## src/shared/ssa_arb_map.vh

```
// Constants for the slave-side share arbiter
// Operation
// (RL1) One arbiter per slave, own parameters
// (RL2) Stall only on same-cycle contention
// (RL3) Each cycle pick at most one master
// (RL4) Other requesters are held waiting
// (RL5) Arbiter generates wait: request without grant
// (RL6) Mux granted master paths, return responses
// (RL7) Integer share count, one per transfer
// (RL8) Run of share-count transfers, then rotate
// (RL9) Rotate grants round-robin
// (RL10) Only requesting masters join arbitration
// (RL11) Request gap forfeits remaining shares
// (RL12) Regrant restores full share count
// (RL13) Master gives burst count at start
// (RL14) Burst locks grant until complete
// (RL15) Grant at least max(minimum, shares)
// (RL16) Minimum share ignored on burst slaves
// (RL17) Reset: pointer zero, counters loaded, idle
`ifndef SSA_ARB_MAP_VH
`define SSA_ARB_MAP_VH
`define SSA_NUM_MASTERS 4
`define SSA_ADDR_W 32
`define SSA_DATA_W 32
`define SSA_BURST_W 8
`define SSA_SHARE_W 8
`define SSA_SHARE_RST 8'h01
`define SSA_MIN_SHARE_RST 8'h01
`define SSA_PTR_RST 0
`endif

```

## src/rtl/ssa_arbiter.v

```verilog
// Slave-side share arbiter for one shared slave port
`include "ssa_arb_map.vh"
`default_nettype none
module ssa_arbiter #(
  parameter N = `SSA_NUM_MASTERS,
  parameter IW = 2,
  parameter AW = `SSA_ADDR_W,
  parameter DW = `SSA_DATA_W,
  parameter BW = `SSA_BURST_W,
  parameter SW = `SSA_SHARE_W,
  parameter BURST_SLAVE = 0,
  parameter [N*SW-1:0] SHARES = {N{`SSA_SHARE_RST}},
  parameter [SW-1:0] MIN_SHARE = `SSA_MIN_SHARE_RST
) (
  input wire clk,
  input wire sys_rst,
  input wire [N-1:0] m_read,
  input wire [N-1:0] m_write,
  input wire [N*AW-1:0] m_address,
  input wire [N*DW-1:0] m_writedata,
  input wire [N*(DW/8)-1:0] m_byteenable,
  input wire [N*BW-1:0] m_burstcount,
  output wire [N-1:0] m_waitrequest,
  output wire [DW-1:0] m_readdata,
  output wire [N-1:0] m_readdatavalid,
  output wire [N-1:0] m_grant,
  output wire s_read,
  output wire s_write,
  output wire [AW-1:0] s_address,
  output wire [DW-1:0] s_writedata,
  output wire [DW/8-1:0] s_byteenable,
  output wire [BW-1:0] s_burstcount,
  input wire s_waitrequest,
  input wire [DW-1:0] s_readdata,
  input wire s_readdatavalid
);
  // ****************************************
  // Grant state
  // ****************************************
  // One instance per slave port with its own shares and minimum RL1
  localparam ST_IDLE = 2'd0;
  localparam ST_SHARE = 2'd1;
  localparam ST_BURST = 2'd2;

  reg [1:0] state_reg;
  reg [1:0] state_next;
  reg [IW-1:0] owner_reg;
  reg [IW-1:0] owner_next;
  reg [IW-1:0] ptr_reg;
  reg [IW-1:0] ptr_next;
  reg [SW-1:0] left_reg;
  reg [SW-1:0] left_next;
  reg [BW-1:0] beats_reg;
  reg [BW-1:0] beats_next;
  reg [IW-1:0] rd_owner_reg;

  wire [N-1:0] req = m_read | m_write;
  wire pick_found;
  wire [IW-1:0] pick_idx;
  wire [BW-1:0] pick_burst;

  // Share budget for a fresh grant: larger of shares and minimum, shares alone on burst slaves
  function [SW-1:0] budget;
    input [IW-1:0] m;
    reg [SW-1:0] s;
    begin
      s = SHARES[m*SW +: SW]; // RL7 RL12
      if (BURST_SLAVE == 0 && MIN_SHARE > s) // RL15 RL16
        budget = MIN_SHARE;
      else
        budget = s;
    end
  endfunction

  // Combinational grant decision from the registered state
  reg active;
  reg [IW-1:0] cur;
  always @*
  begin
    active = 1'b0;
    cur = owner_reg;
    if (state_reg == ST_BURST)
      active = 1'b1; // RL14
    else if (state_reg == ST_SHARE && req[owner_reg] && left_reg != {SW{1'b0}})
      active = 1'b1; // RL8
    else if (pick_found)
    begin
      active = 1'b1; // RL3 RL11
      cur = pick_idx;
    end
  end

  ssa_rr_pick #(
    .N(N),
    .IW(IW)
  ) u_pick (
    .req(req),
    .ptr(ptr_reg),
    .found(pick_found),
    .idx(pick_idx)
  );

  ssa_mux #(
    .N(N),
    .IW(IW),
    .W(BW)
  ) u_mux_burst (
    .bus_in(m_burstcount),
    .sel(cur),
    .bus_out(pick_burst)
  );

  // ****************************************
  // Next state
  // ****************************************
  wire fresh = active && !(state_reg != ST_IDLE && cur == owner_reg && state_reg != ST_IDLE
    && !(state_reg == ST_SHARE && (!req[owner_reg] || left_reg == {SW{1'b0}})));
  wire xfer_done = active && req[cur] && !s_waitrequest;

  always @*
  begin
    state_next = state_reg;
    owner_next = owner_reg;
    ptr_next = ptr_reg;
    left_next = left_reg;
    beats_next = beats_reg;
    if (!active)
      state_next = ST_IDLE;
    else if (state_reg == ST_BURST)
    begin
      if (xfer_done && m_write[cur])
        beats_next = beats_reg - 1'b1;
      if (s_readdatavalid && rd_owner_reg == cur && !m_write[cur])
        beats_next = beats_reg - 1'b1;
      if (beats_next == {BW{1'b0}})
      begin
        state_next = ST_IDLE; // RL14
        ptr_next = cur + 1'b1; // RL9
      end
    end
    else
    begin
      if (fresh)
      begin
        owner_next = cur;
        left_next = budget(cur); // RL12
      end
      if (xfer_done)
      begin
        if (BURST_SLAVE != 0 && pick_burst > {{(BW-1){1'b0}}, 1'b1})
        begin
          state_next = ST_BURST; // RL13 RL14 RL16
          beats_next = m_read[cur] ? pick_burst : pick_burst - 1'b1;
        end
        else
        begin
          left_next = (fresh ? budget(cur) : left_reg) - 1'b1; // RL7
          state_next = ST_SHARE;
          if (left_next == {SW{1'b0}})
            ptr_next = cur + 1'b1; // RL8 RL9
        end
      end
      else if (fresh)
        state_next = ST_SHARE;
    end
    if (state_reg == ST_SHARE && !req[owner_reg])
      ptr_next = owner_reg + 1'b1; // RL11
  end

  // Registered state, reset to lowest master and idle
  always @(posedge clk or posedge sys_rst)
  begin
    if (sys_rst)
    begin
      state_reg <= ST_IDLE; // RL17
      owner_reg <= {IW{1'b0}};
      ptr_reg <= {IW{1'b0}}; // RL17
      left_reg <= `SSA_SHARE_RST;
      beats_reg <= {BW{1'b0}};
      rd_owner_reg <= {IW{1'b0}};
    end
    else
    begin
      state_reg <= state_next;
      owner_reg <= owner_next;
      ptr_reg <= ptr_next;
      left_reg <= left_next;
      beats_reg <= beats_next;
      if (xfer_done && m_read[cur])
        rd_owner_reg <= cur;
    end
  end

  // ****************************************
  // Datapath and wait generation
  // ****************************************
  ssa_mux #(.N(N), .IW(IW), .W(AW)) u_mux_addr (
    .bus_in(m_address),
    .sel(cur),
    .bus_out(s_address)
  );
  ssa_mux #(.N(N), .IW(IW), .W(DW)) u_mux_wdata (
    .bus_in(m_writedata),
    .sel(cur),
    .bus_out(s_writedata)
  );
  ssa_mux #(.N(N), .IW(IW), .W(DW/8)) u_mux_be (
    .bus_in(m_byteenable),
    .sel(cur),
    .bus_out(s_byteenable)
  );

  assign s_burstcount = pick_burst;
  assign s_read = active & m_read[cur]; // RL6
  assign s_write = active & m_write[cur]; // RL6
  assign m_readdata = s_readdata; // RL6

  genvar g;
  generate
    for (g = 0; g < N; g = g + 1)
    begin : g_port
      // Wait only when requesting without grant, or slave stalls
      assign m_grant[g] = active && cur == g; // RL3
      assign m_waitrequest[g] = req[g] & (~m_grant[g] | s_waitrequest); // RL2 RL4 RL5
      assign m_readdatavalid[g] = s_readdatavalid && rd_owner_reg == g; // RL6
    end
  endgenerate
endmodule
`default_nettype wire

```

## src/rtl/ssa_mux.v

```verilog
// Path multiplexer steering one master's signals onto the slave
`default_nettype none
module ssa_mux #(
  parameter N = 4,
  parameter IW = 2,
  parameter W = 32
) (
  input wire [N*W-1:0] bus_in,
  input wire [IW-1:0] sel,
  output wire [W-1:0] bus_out
);
  // Plain indexed part-select keeps the mux flat
  assign bus_out = bus_in[sel*W +: W]; // RL6
endmodule
`default_nettype wire

```

## src/rtl/ssa_rr_pick.v

```verilog
// Round-robin picker: first requester at or after the pointer
`default_nettype none
module ssa_rr_pick #(
  parameter N = 4,
  parameter IW = 2
) (
  input wire [N-1:0] req,
  input wire [IW-1:0] ptr,
  output reg found,
  output reg [IW-1:0] idx
);
  integer k;
  integer t;
  reg [IW:0] cand;
  // Scan backwards so the nearest requester from the pointer wins
  always @*
  begin
    found = 1'b0;
    idx = {IW{1'b0}};
    cand = {(IW+1){1'b0}};
    t = 0;
    for (k = N - 1; k >= 0; k = k - 1)
    begin
      // Integer arithmetic, then cut to one bit wider than the index on purpose
      t = (ptr + k) % N;
      cand = t[IW:0];
      if (req[cand[IW-1:0]]) // RL10
      begin
        found = 1'b1;
        idx = cand[IW-1:0]; // RL9
      end
    end
  end
endmodule
`default_nettype wire

```

## config.mk

```make
export PLATFORM = sky130hd
export DESIGN_NAME = ssa_arbiter
export DESIGN_NICKNAME = d
export VERILOG_FILES = /design/src/rtl/ssa_arbiter.v /design/src/rtl/ssa_mux.v /design/src/rtl/ssa_rr_pick.v
export VERILOG_INCLUDE_DIRS = /design/src /design/src/shared
export SDC_FILE = /design/constraint.sdc
export NUM_CORES = 1
export LEC_CHECK = 0
export ABC_AREA = 1
export BUFFER_PORTS_ARGS = -buffer_cell sky130_fd_sc_hd__buf_2
export CAP_MARGIN = 20
export CORE_AREA = 2 2 183 185
export CTS_CLUSTER_DIAMETER = 100
export CTS_CLUSTER_SIZE = 8
export DETAILED_ROUTE_END_ITERATION = 7
export DIE_AREA = 0 0 185 187
export PLACE_DENSITY = 0.44
export SYNTH_ARGS = -nofsm -noshare
export SYNTH_HDL_FRONTEND = slang
export SYNTH_SLANG_ARGS = --single-unit
```

## constraint.sdc

```tcl
create_clock -name clk -period 6.05 [get_ports clk]
set_input_delay 1.21 -clock clk [delete_from_list [all_inputs] [get_ports clk]]
set_output_delay 1.21 -clock clk [all_outputs]
set_load 0.05 [all_outputs]
```

Word-level counts from Yosys, hierarchy flattened
Cells that the tools add are included.
W data, S select, Z words.
{ "totals": {"register_bits": 24, "inputBits": 348, "word_cells": 150} }
{ "op_classes": {"add_sub_neg": 7, "magnitude_cmp": 7, "eq_ne": 13, "n_shift": 5, "muxes": 52, "bitwise_logic": 16, "n_reduce_logical": 44} }
{ "ops": {"columns": ["operator", "count"], "rows": [
  ["$shiftx A128 B8 Y32", 2],
  ["$mux W8", 11],
  ["$mux W2", 18],
  ["$shiftx A32 B6 Y8", 1],
  ["$shiftx A32 B6 Y8 const A", 1],
  ["$logic_not A8 Y1", 3],
  ["$logic_and A1 B1 Y1", 22],
  ["$lt A2 B3 Y1 const B", 6],
  ["$bmux W1 S2", 8],
  ["$shiftx A16 B5 Y4", 1],
  ["$sub A8 B1 Y8 const B", 2],
  ["$mux W1", 15],
  ["$eq A2 B2 Y1 const B", 5],
  ["$gt A1 B8 Y1 const A", 1],
  ["$reduce_bool A8 Y1", 1],
  ["$add A2 B1 Y2 const B", 3],
  ["$and A1 B1 Y1", 6],
  ["$eq A2 B1 Y1 const B", 3],
  ["$reduce_and A3 Y1", 2],
  ["$reduce_bool A2 Y1", 3],
  ["$reduce_bool A3 Y1", 2],
  ["$logic_not A1 Y1", 5],
  ["$not A1 Y1", 5],
  ["$add A2 B2 Y2 const B", 2],
  ["other kinds (10)", 16]
]} }

Depth between registers and ports, before layout
{ "depth": {"word_depth": 25, "ltp_mapped": 23, "mapped_depth_nobuf": 21} }

By module
Synthesis repeated with hierarchy kept, for this count alone.
{ "unflattened": {"hier_cells": 1159, "hier_area_um2": 5430.2} }
{ "modules_own_cells": {"columns": ["mod", "instances", "cells_per_inst", "area_per_inst_um2"], "rows": [
  ["ssa_mux at u_mux_addr ...", 2, 374, 1562.7],
  ["ssa_arbiter", 1, 224, 1500.2],
  ["ssa_mux at u_mux_burst", 1, 94, 395.4],
  ["ssa_rr_pick", 1, 46, 212.7],
  ["ssa_mux at u_mux_be", 1, 47, 196.4]
]} }

Least setup slack after synthesis
OpenSTA, ideal clock, no wires.
{ "synth_path": {"path_type": "input to output", "startpoint": "in m_read[2]", "endpoint": "out m_waitrequest[2]", "arrival_ns": 4.060, "required_ns": 4.840, "slack_ns": 0.780, "cell_stages": 13, "cell_sequence": "nor2_2 -> nand2_1 -> nand3_1 -> nand2_1 -> inv_2 -> nand3_4 -> nand2_2 -> buf_6 -> nand2_4 -> nand2_8 -> inv_4 -> nor3_1 -> a21oi_1"} }
{ "synth_via": {"elab_chain_cells": 15, "elab_cells_between_ends": 32, "classes_between": "eq/ne (1); mux (24); bitwise (4); reduce/logical (3)"} }
{ "synth_rtl": {"columns": ["element", "line", "text"], "rows": [
  ["start: declaration", "ssa_arbiter.v:17", "input wire [N-1:0] m_read,"],
  ["$or A4 B4 Y4 *", "ssa_arbiter.v:57", "wire [N-1:0] req = m_read | m_write;"],
  ["$bmux W1 S2", "ssa_rr_pick.v:27", "if (req[cand[IW-1:0]])"],
  ["$mux W1 (implied by the code)", "ssa_rr_pick.v:27", null],
  ["$mux W2 or $mux W1 (tied branches) (4 in a row)", "ssa_rr_pick.v:27", null],
  ["$mux W2", "ssa_arbiter.v:86", "else if (pick_found)"],
  ["$mux W2", "ssa_arbiter.v:84", "else if (state_reg == ST_SHARE && req[owner_reg] && left_reg != {SW{1'b0}})"],
  ["$mux W2", "ssa_arbiter.v:82", "if (state_reg == ST_BURST)"],
  ["$eq A2 B2 Y1", "ssa_arbiter.v:223", "assign m_grant[g] = active && cur == g;"],
  ["$logic_and A1 B1 Y1 *", "ssa_arbiter.v:223", null],
  ["named net m_grant[2]", "ssa_arbiter.v:26", "output wire [N-1:0] m_grant,"],
  ["$not A1 Y1 *", "ssa_arbiter.v:224", "assign m_waitrequest[g] = req[g] & (~m_grant[g] | s_waitrequest);"],
  ["$or A1 B1 Y1 *", "ssa_arbiter.v:224", null],
  ["$and A1 B1 Y1 *", "ssa_arbiter.v:224", null],
  ["end: declaration", "ssa_arbiter.v:23", "output wire [N-1:0] m_waitrequest,"]
]} }
Mark *: on every way through the listed nets, which the timed path passes. The rest lies on a longest branch. The select of a mux whose other input is x is not followed.

Final worst setup path
{ "layout_path": {"startpoint": "in m_read[0]", "endpoint": "out s_address[31]"} }
{ "layout_via": {"elab_chain_cells": 11, "elab_cells_between_ends": 25, "classes_between": "shift (1); mux (21); bitwise (1); reduce/logical (2)"} }
{ "layout_rtl": {"columns": ["element", "line", "text"], "rows": [
  ["$or A4 B4 Y4 *", "ssa_arbiter.v:57", null],
  ["$bmux W1 S2", "ssa_rr_pick.v:27", null],
  ["$mux W1 (implied by the code)", "ssa_rr_pick.v:27", null],
  ["$mux W2 or $mux W1 (tied branches) (4 in a row)", "ssa_rr_pick.v:27", null],
  ["$mux W2", "ssa_arbiter.v:86", null],
  ["$mux W2 *", "ssa_arbiter.v:84", null],
  ["$mux W2 *", "ssa_arbiter.v:82", null],
  ["$shiftx A128 B8 Y32 *", "ssa_mux.v:13", "assign bus_out = bus_in[sel*W +: W];"],
  ["end: declaration", "ssa_arbiter.v:29", "output wire [AW-1:0] s_address,"]
]} }
Every way passes the cells marked *; elsewhere a longest branch is shown, timed or not. The select of a mux whose other input is x is not followed.

==> flow_metrics.py <==
metrics = {
    "outcome": {
        "outcome": "finished, final reports clean",
    },
    "sta": {
        "slew_viol_final": 0,
        "tightestPinTransition_ns": 0.650,
        "skew_ns": 0.00181,
        "setup_tns_ns": 0,
        "rsz0062_at_grt": "false",
        "finalCritPeriodShare_pct": 87.1,
        "whs_ns": 0.525,
        "hold_viol_final": 0,
        "slew_headroom_pct": 56.6,
        "setup_viol": 0,
        "fin_crit_ns": 5.27,
        "fmax_mhz": 190,
    },
    "logic_synthesis": {
        "synth_top_area_share_pct": 29.3,
        "yosys_register_bits": 15,
        "synth_area_leaders": "nand2_1 (29%), a22oi_1 (19%), dfrtp_1 (10%)",
        "ys_seq_area_share_pct": 10.9,
        "async_reset_ff_share_pct": 100,
        "synth_edf_count": 0,
        "netlist_instances": 594,
        "mappedNetlistNets": 944,
        "yosys.area.top_type": "nand2_1",
        "synth_area_mm2": 0.00345,
        "synth_cell_types": 35,
        "synth_most_common_cell": "nand2_1",
        "yosysWarnings": 0,
        "yosys_most_used_dff": "dfrtp_1",
        "synthTopCellsByCount": "nand2_1 (269), a22oi_1 (86), buf_4 (41)",
        "synth.avg_cell_area_um2": 5.80,
    },
    "route": {
        "ant_nets": 0,
        "via_count": 5556,
        "avgViaCountPerCell": 3.99,
        "wl_um": 23300,
        "wl_per_cell_um": 16.8,
        "drcViolationCount": 0,
        "first_iter_violations": 282,
        "drt_first_pass_iters": 4,
    },
    "global_route": {
        "grt_pass1_vias": 5139,
        "grt_max_degree": 42,
        "antenna_found_initial": 4,
        "grt_pass1_wl_um": 31800,
        "track_usage_pct": 12.1,
        "grt-ovfl-total": 0,
    },
    "die": {
        "ios": 470,
        "row_count": 67,
        "die_area_mm2": 0.0346,
        "die-width_um": 185,
        "die_h_um": 187,
        "initial_core_util_pct": 10.5,
        "coreArea_mm2": 0.0329,
    },
    "critical_path": {
        "r2r_cells": 19,
        "worst-path-max-fanout": 22,
        "crit_family": "simple AND/OR/NAND/NOR gates",
        "timing.critical_path.mode_cell": "nand2_1",
        "crit_arrival_ns": 4.06,
        "cp-end-kind": "output pin",
        "path_buf_inv": 4,
        "path_depth": 16,
        "slowest_delay_ns": 0.35,
        "slowest_stage": "nor2_8",
        "worstSetupPathType": "in2out",
        "worstPathCellList": "buf_2, nor2_2, nand2_1, nand3_2, nand2_1, inv_2, nand3_4, nand2_2, a21oi_1, nand2_1, nand2_8, nor2_8, buf_4, a22oi_1, nand2_1, buf_2",
        "crit_required_ns": 4.84,
        "worstSetupStartpointType": "input port",
    },
    "cells_and_area": {
        "area_delta_synth_final_pct": 66.3,
        "largest_reg_flops": 8,
        "multiInputGateArea_mm2": 0.00244,
        "nNetsFinal": 1294,
        "nFillCells": 3872,
        "final_cells": 1392,
        "drive_gt1_share_pct": 46.4,
        "postLayoutCoreUtil_pct": 17.4,
        "register_area_um2": 377,
    },
    "clock_tree": {
        "cts_max_level": 1,
        "cts_buffers": 3,
        "clock-sinks": 15,
        "clock_latency_ns": 0.25,
        "path_clk_slew_ns": 0.05,
        "cts_root_buffer": "clkbuf_16",
        "cts_buffer_depth": 2,
        "post_cts_buffers": 0,
        "cts_tree": "done",
        "cts_resized": 0,
        "hold_buffers": 0,
    },
    "placement": {
        "io_buffers": 405,
        "place_congestion": 0.858,
        "dp_cells": 1387,
        "place_hpwl_um": 19800,
    },
    "worst_hold_path": {
        "min-delay-path-class": "reg2reg",
        "min_path_cells": 2,
    },
    "run": {
        "maxCapViolCount": 0,
    },
}
layout by cell type (no fill, tap or decap), types with 2 or more instances in the layout:
cell type,Yosys,routed
buf_2,19,405
nand2_1,269,269
a22oi_1,86,86
nand4_1,40,40
inv_1,31,31
nand3_1,16,16
nor2_1,14,14
dfrtp_1,14,14
a21oi_1,9,9
nor3_1,8,8
o21ai_0,6,6
buf_4,41,6
inv_2,3,3
nor2_8,3,3
clkbuf_16,0,3
buf_12,0,3
nor2_2,2,2
nand3_2,2,2
o21ai_1,2,2
nand2_2,2,2
o311ai_0,2,2
nand2_8,2,2
ha_1,2,2
final timing paths:
path / startpoint / endpoint / slack (ns)
setup / recovery: m_read[0] / s_address[31] / 0.78
hold / removal: left_reg[1] / left_reg[1] / 0.53
setup reg to reg: ptr_reg[0] / ptr_reg[0] / 2.73
hold reg to reg: left_reg[1] / left_reg[1] / 0.53
max in group asynchronous: sys_rst / rd_owner_reg[1] / 4.59
min in group asynchronous: sys_rst / left_reg[1] / 1.05
layer usage:
layer | global-route usage [%] | vias up | wire, um
met5 | 0 | - | 35
met4 | 1.31 | 6 | 210
met3 | 3.68 | 18 | 2430
met2 | 20.8 | 290 | 11000
met1 | 15.2 | 2544 | 9690
li1 | - | 2698 | -
stage by stage:
stage                     setup WS, ns  area, um2
final                            0.782       5730
after global routing             0.484       5730
after CTS                        0.752       5730
after detailed placement         0.753       5650
after global placement           0.727       5650
after floorplan                  0.780       3450
worst register-to-register path, cell delays in order (launching register included):
cell and delay, ns:
dfrtp_1 0.58, inv_2 0.12, nand2_1 0.08, nand2_1 0.09, nand3_2 0.09, nand2_1 0.07, inv_2 0.09, nand3_4 0.08
nand2_2 0.34, nand2_1 0.21, inv_1 0.09, ha_1 0.24, inv_1 0.08, o311ai_0 0.43, nand3b_1 0.16, nor2_1 0.14
nand3_1 0.14, nand2_1 0.10, nand2_1 0.07, nand2_1 0.06
cells by family (layout without fill, tap and decap cells):
family | after synthesis | after routing | synth area share [%]
other | 0 | 1 | 0
adders and majority gates | 2 | 2 | 0.726
and+or+nand+nor | 363 | 363 | 47.3
AOI/OAI and AO/OA | 108 | 108 | 22.4
xor gates and xnor gates | 1 | 1 | 0.254
DFF | 15 | 15 | 10.9
buffers and inverters | 105 | 454 | 18.3
layout make-up:
| class | count | share of cell area, % |
|---|---|---|
| Multi-Input combinational cell | 474 | 42.5 |
| Sequential cell | 15 | 6.57 |
| Antenna cell | 1 | 0.0437 |
| Tap cell | 448 | 9.78 |
| Inverter | 36 | 2.49 |
| Timing Repair Buffer | 414 | 37.2 |
| Clock buffer | 4 | 1.38 |
Power is left out: the tool's default activity adds up to more than one toggle a clock period on the data nets, which glitch-free logic cannot reach.
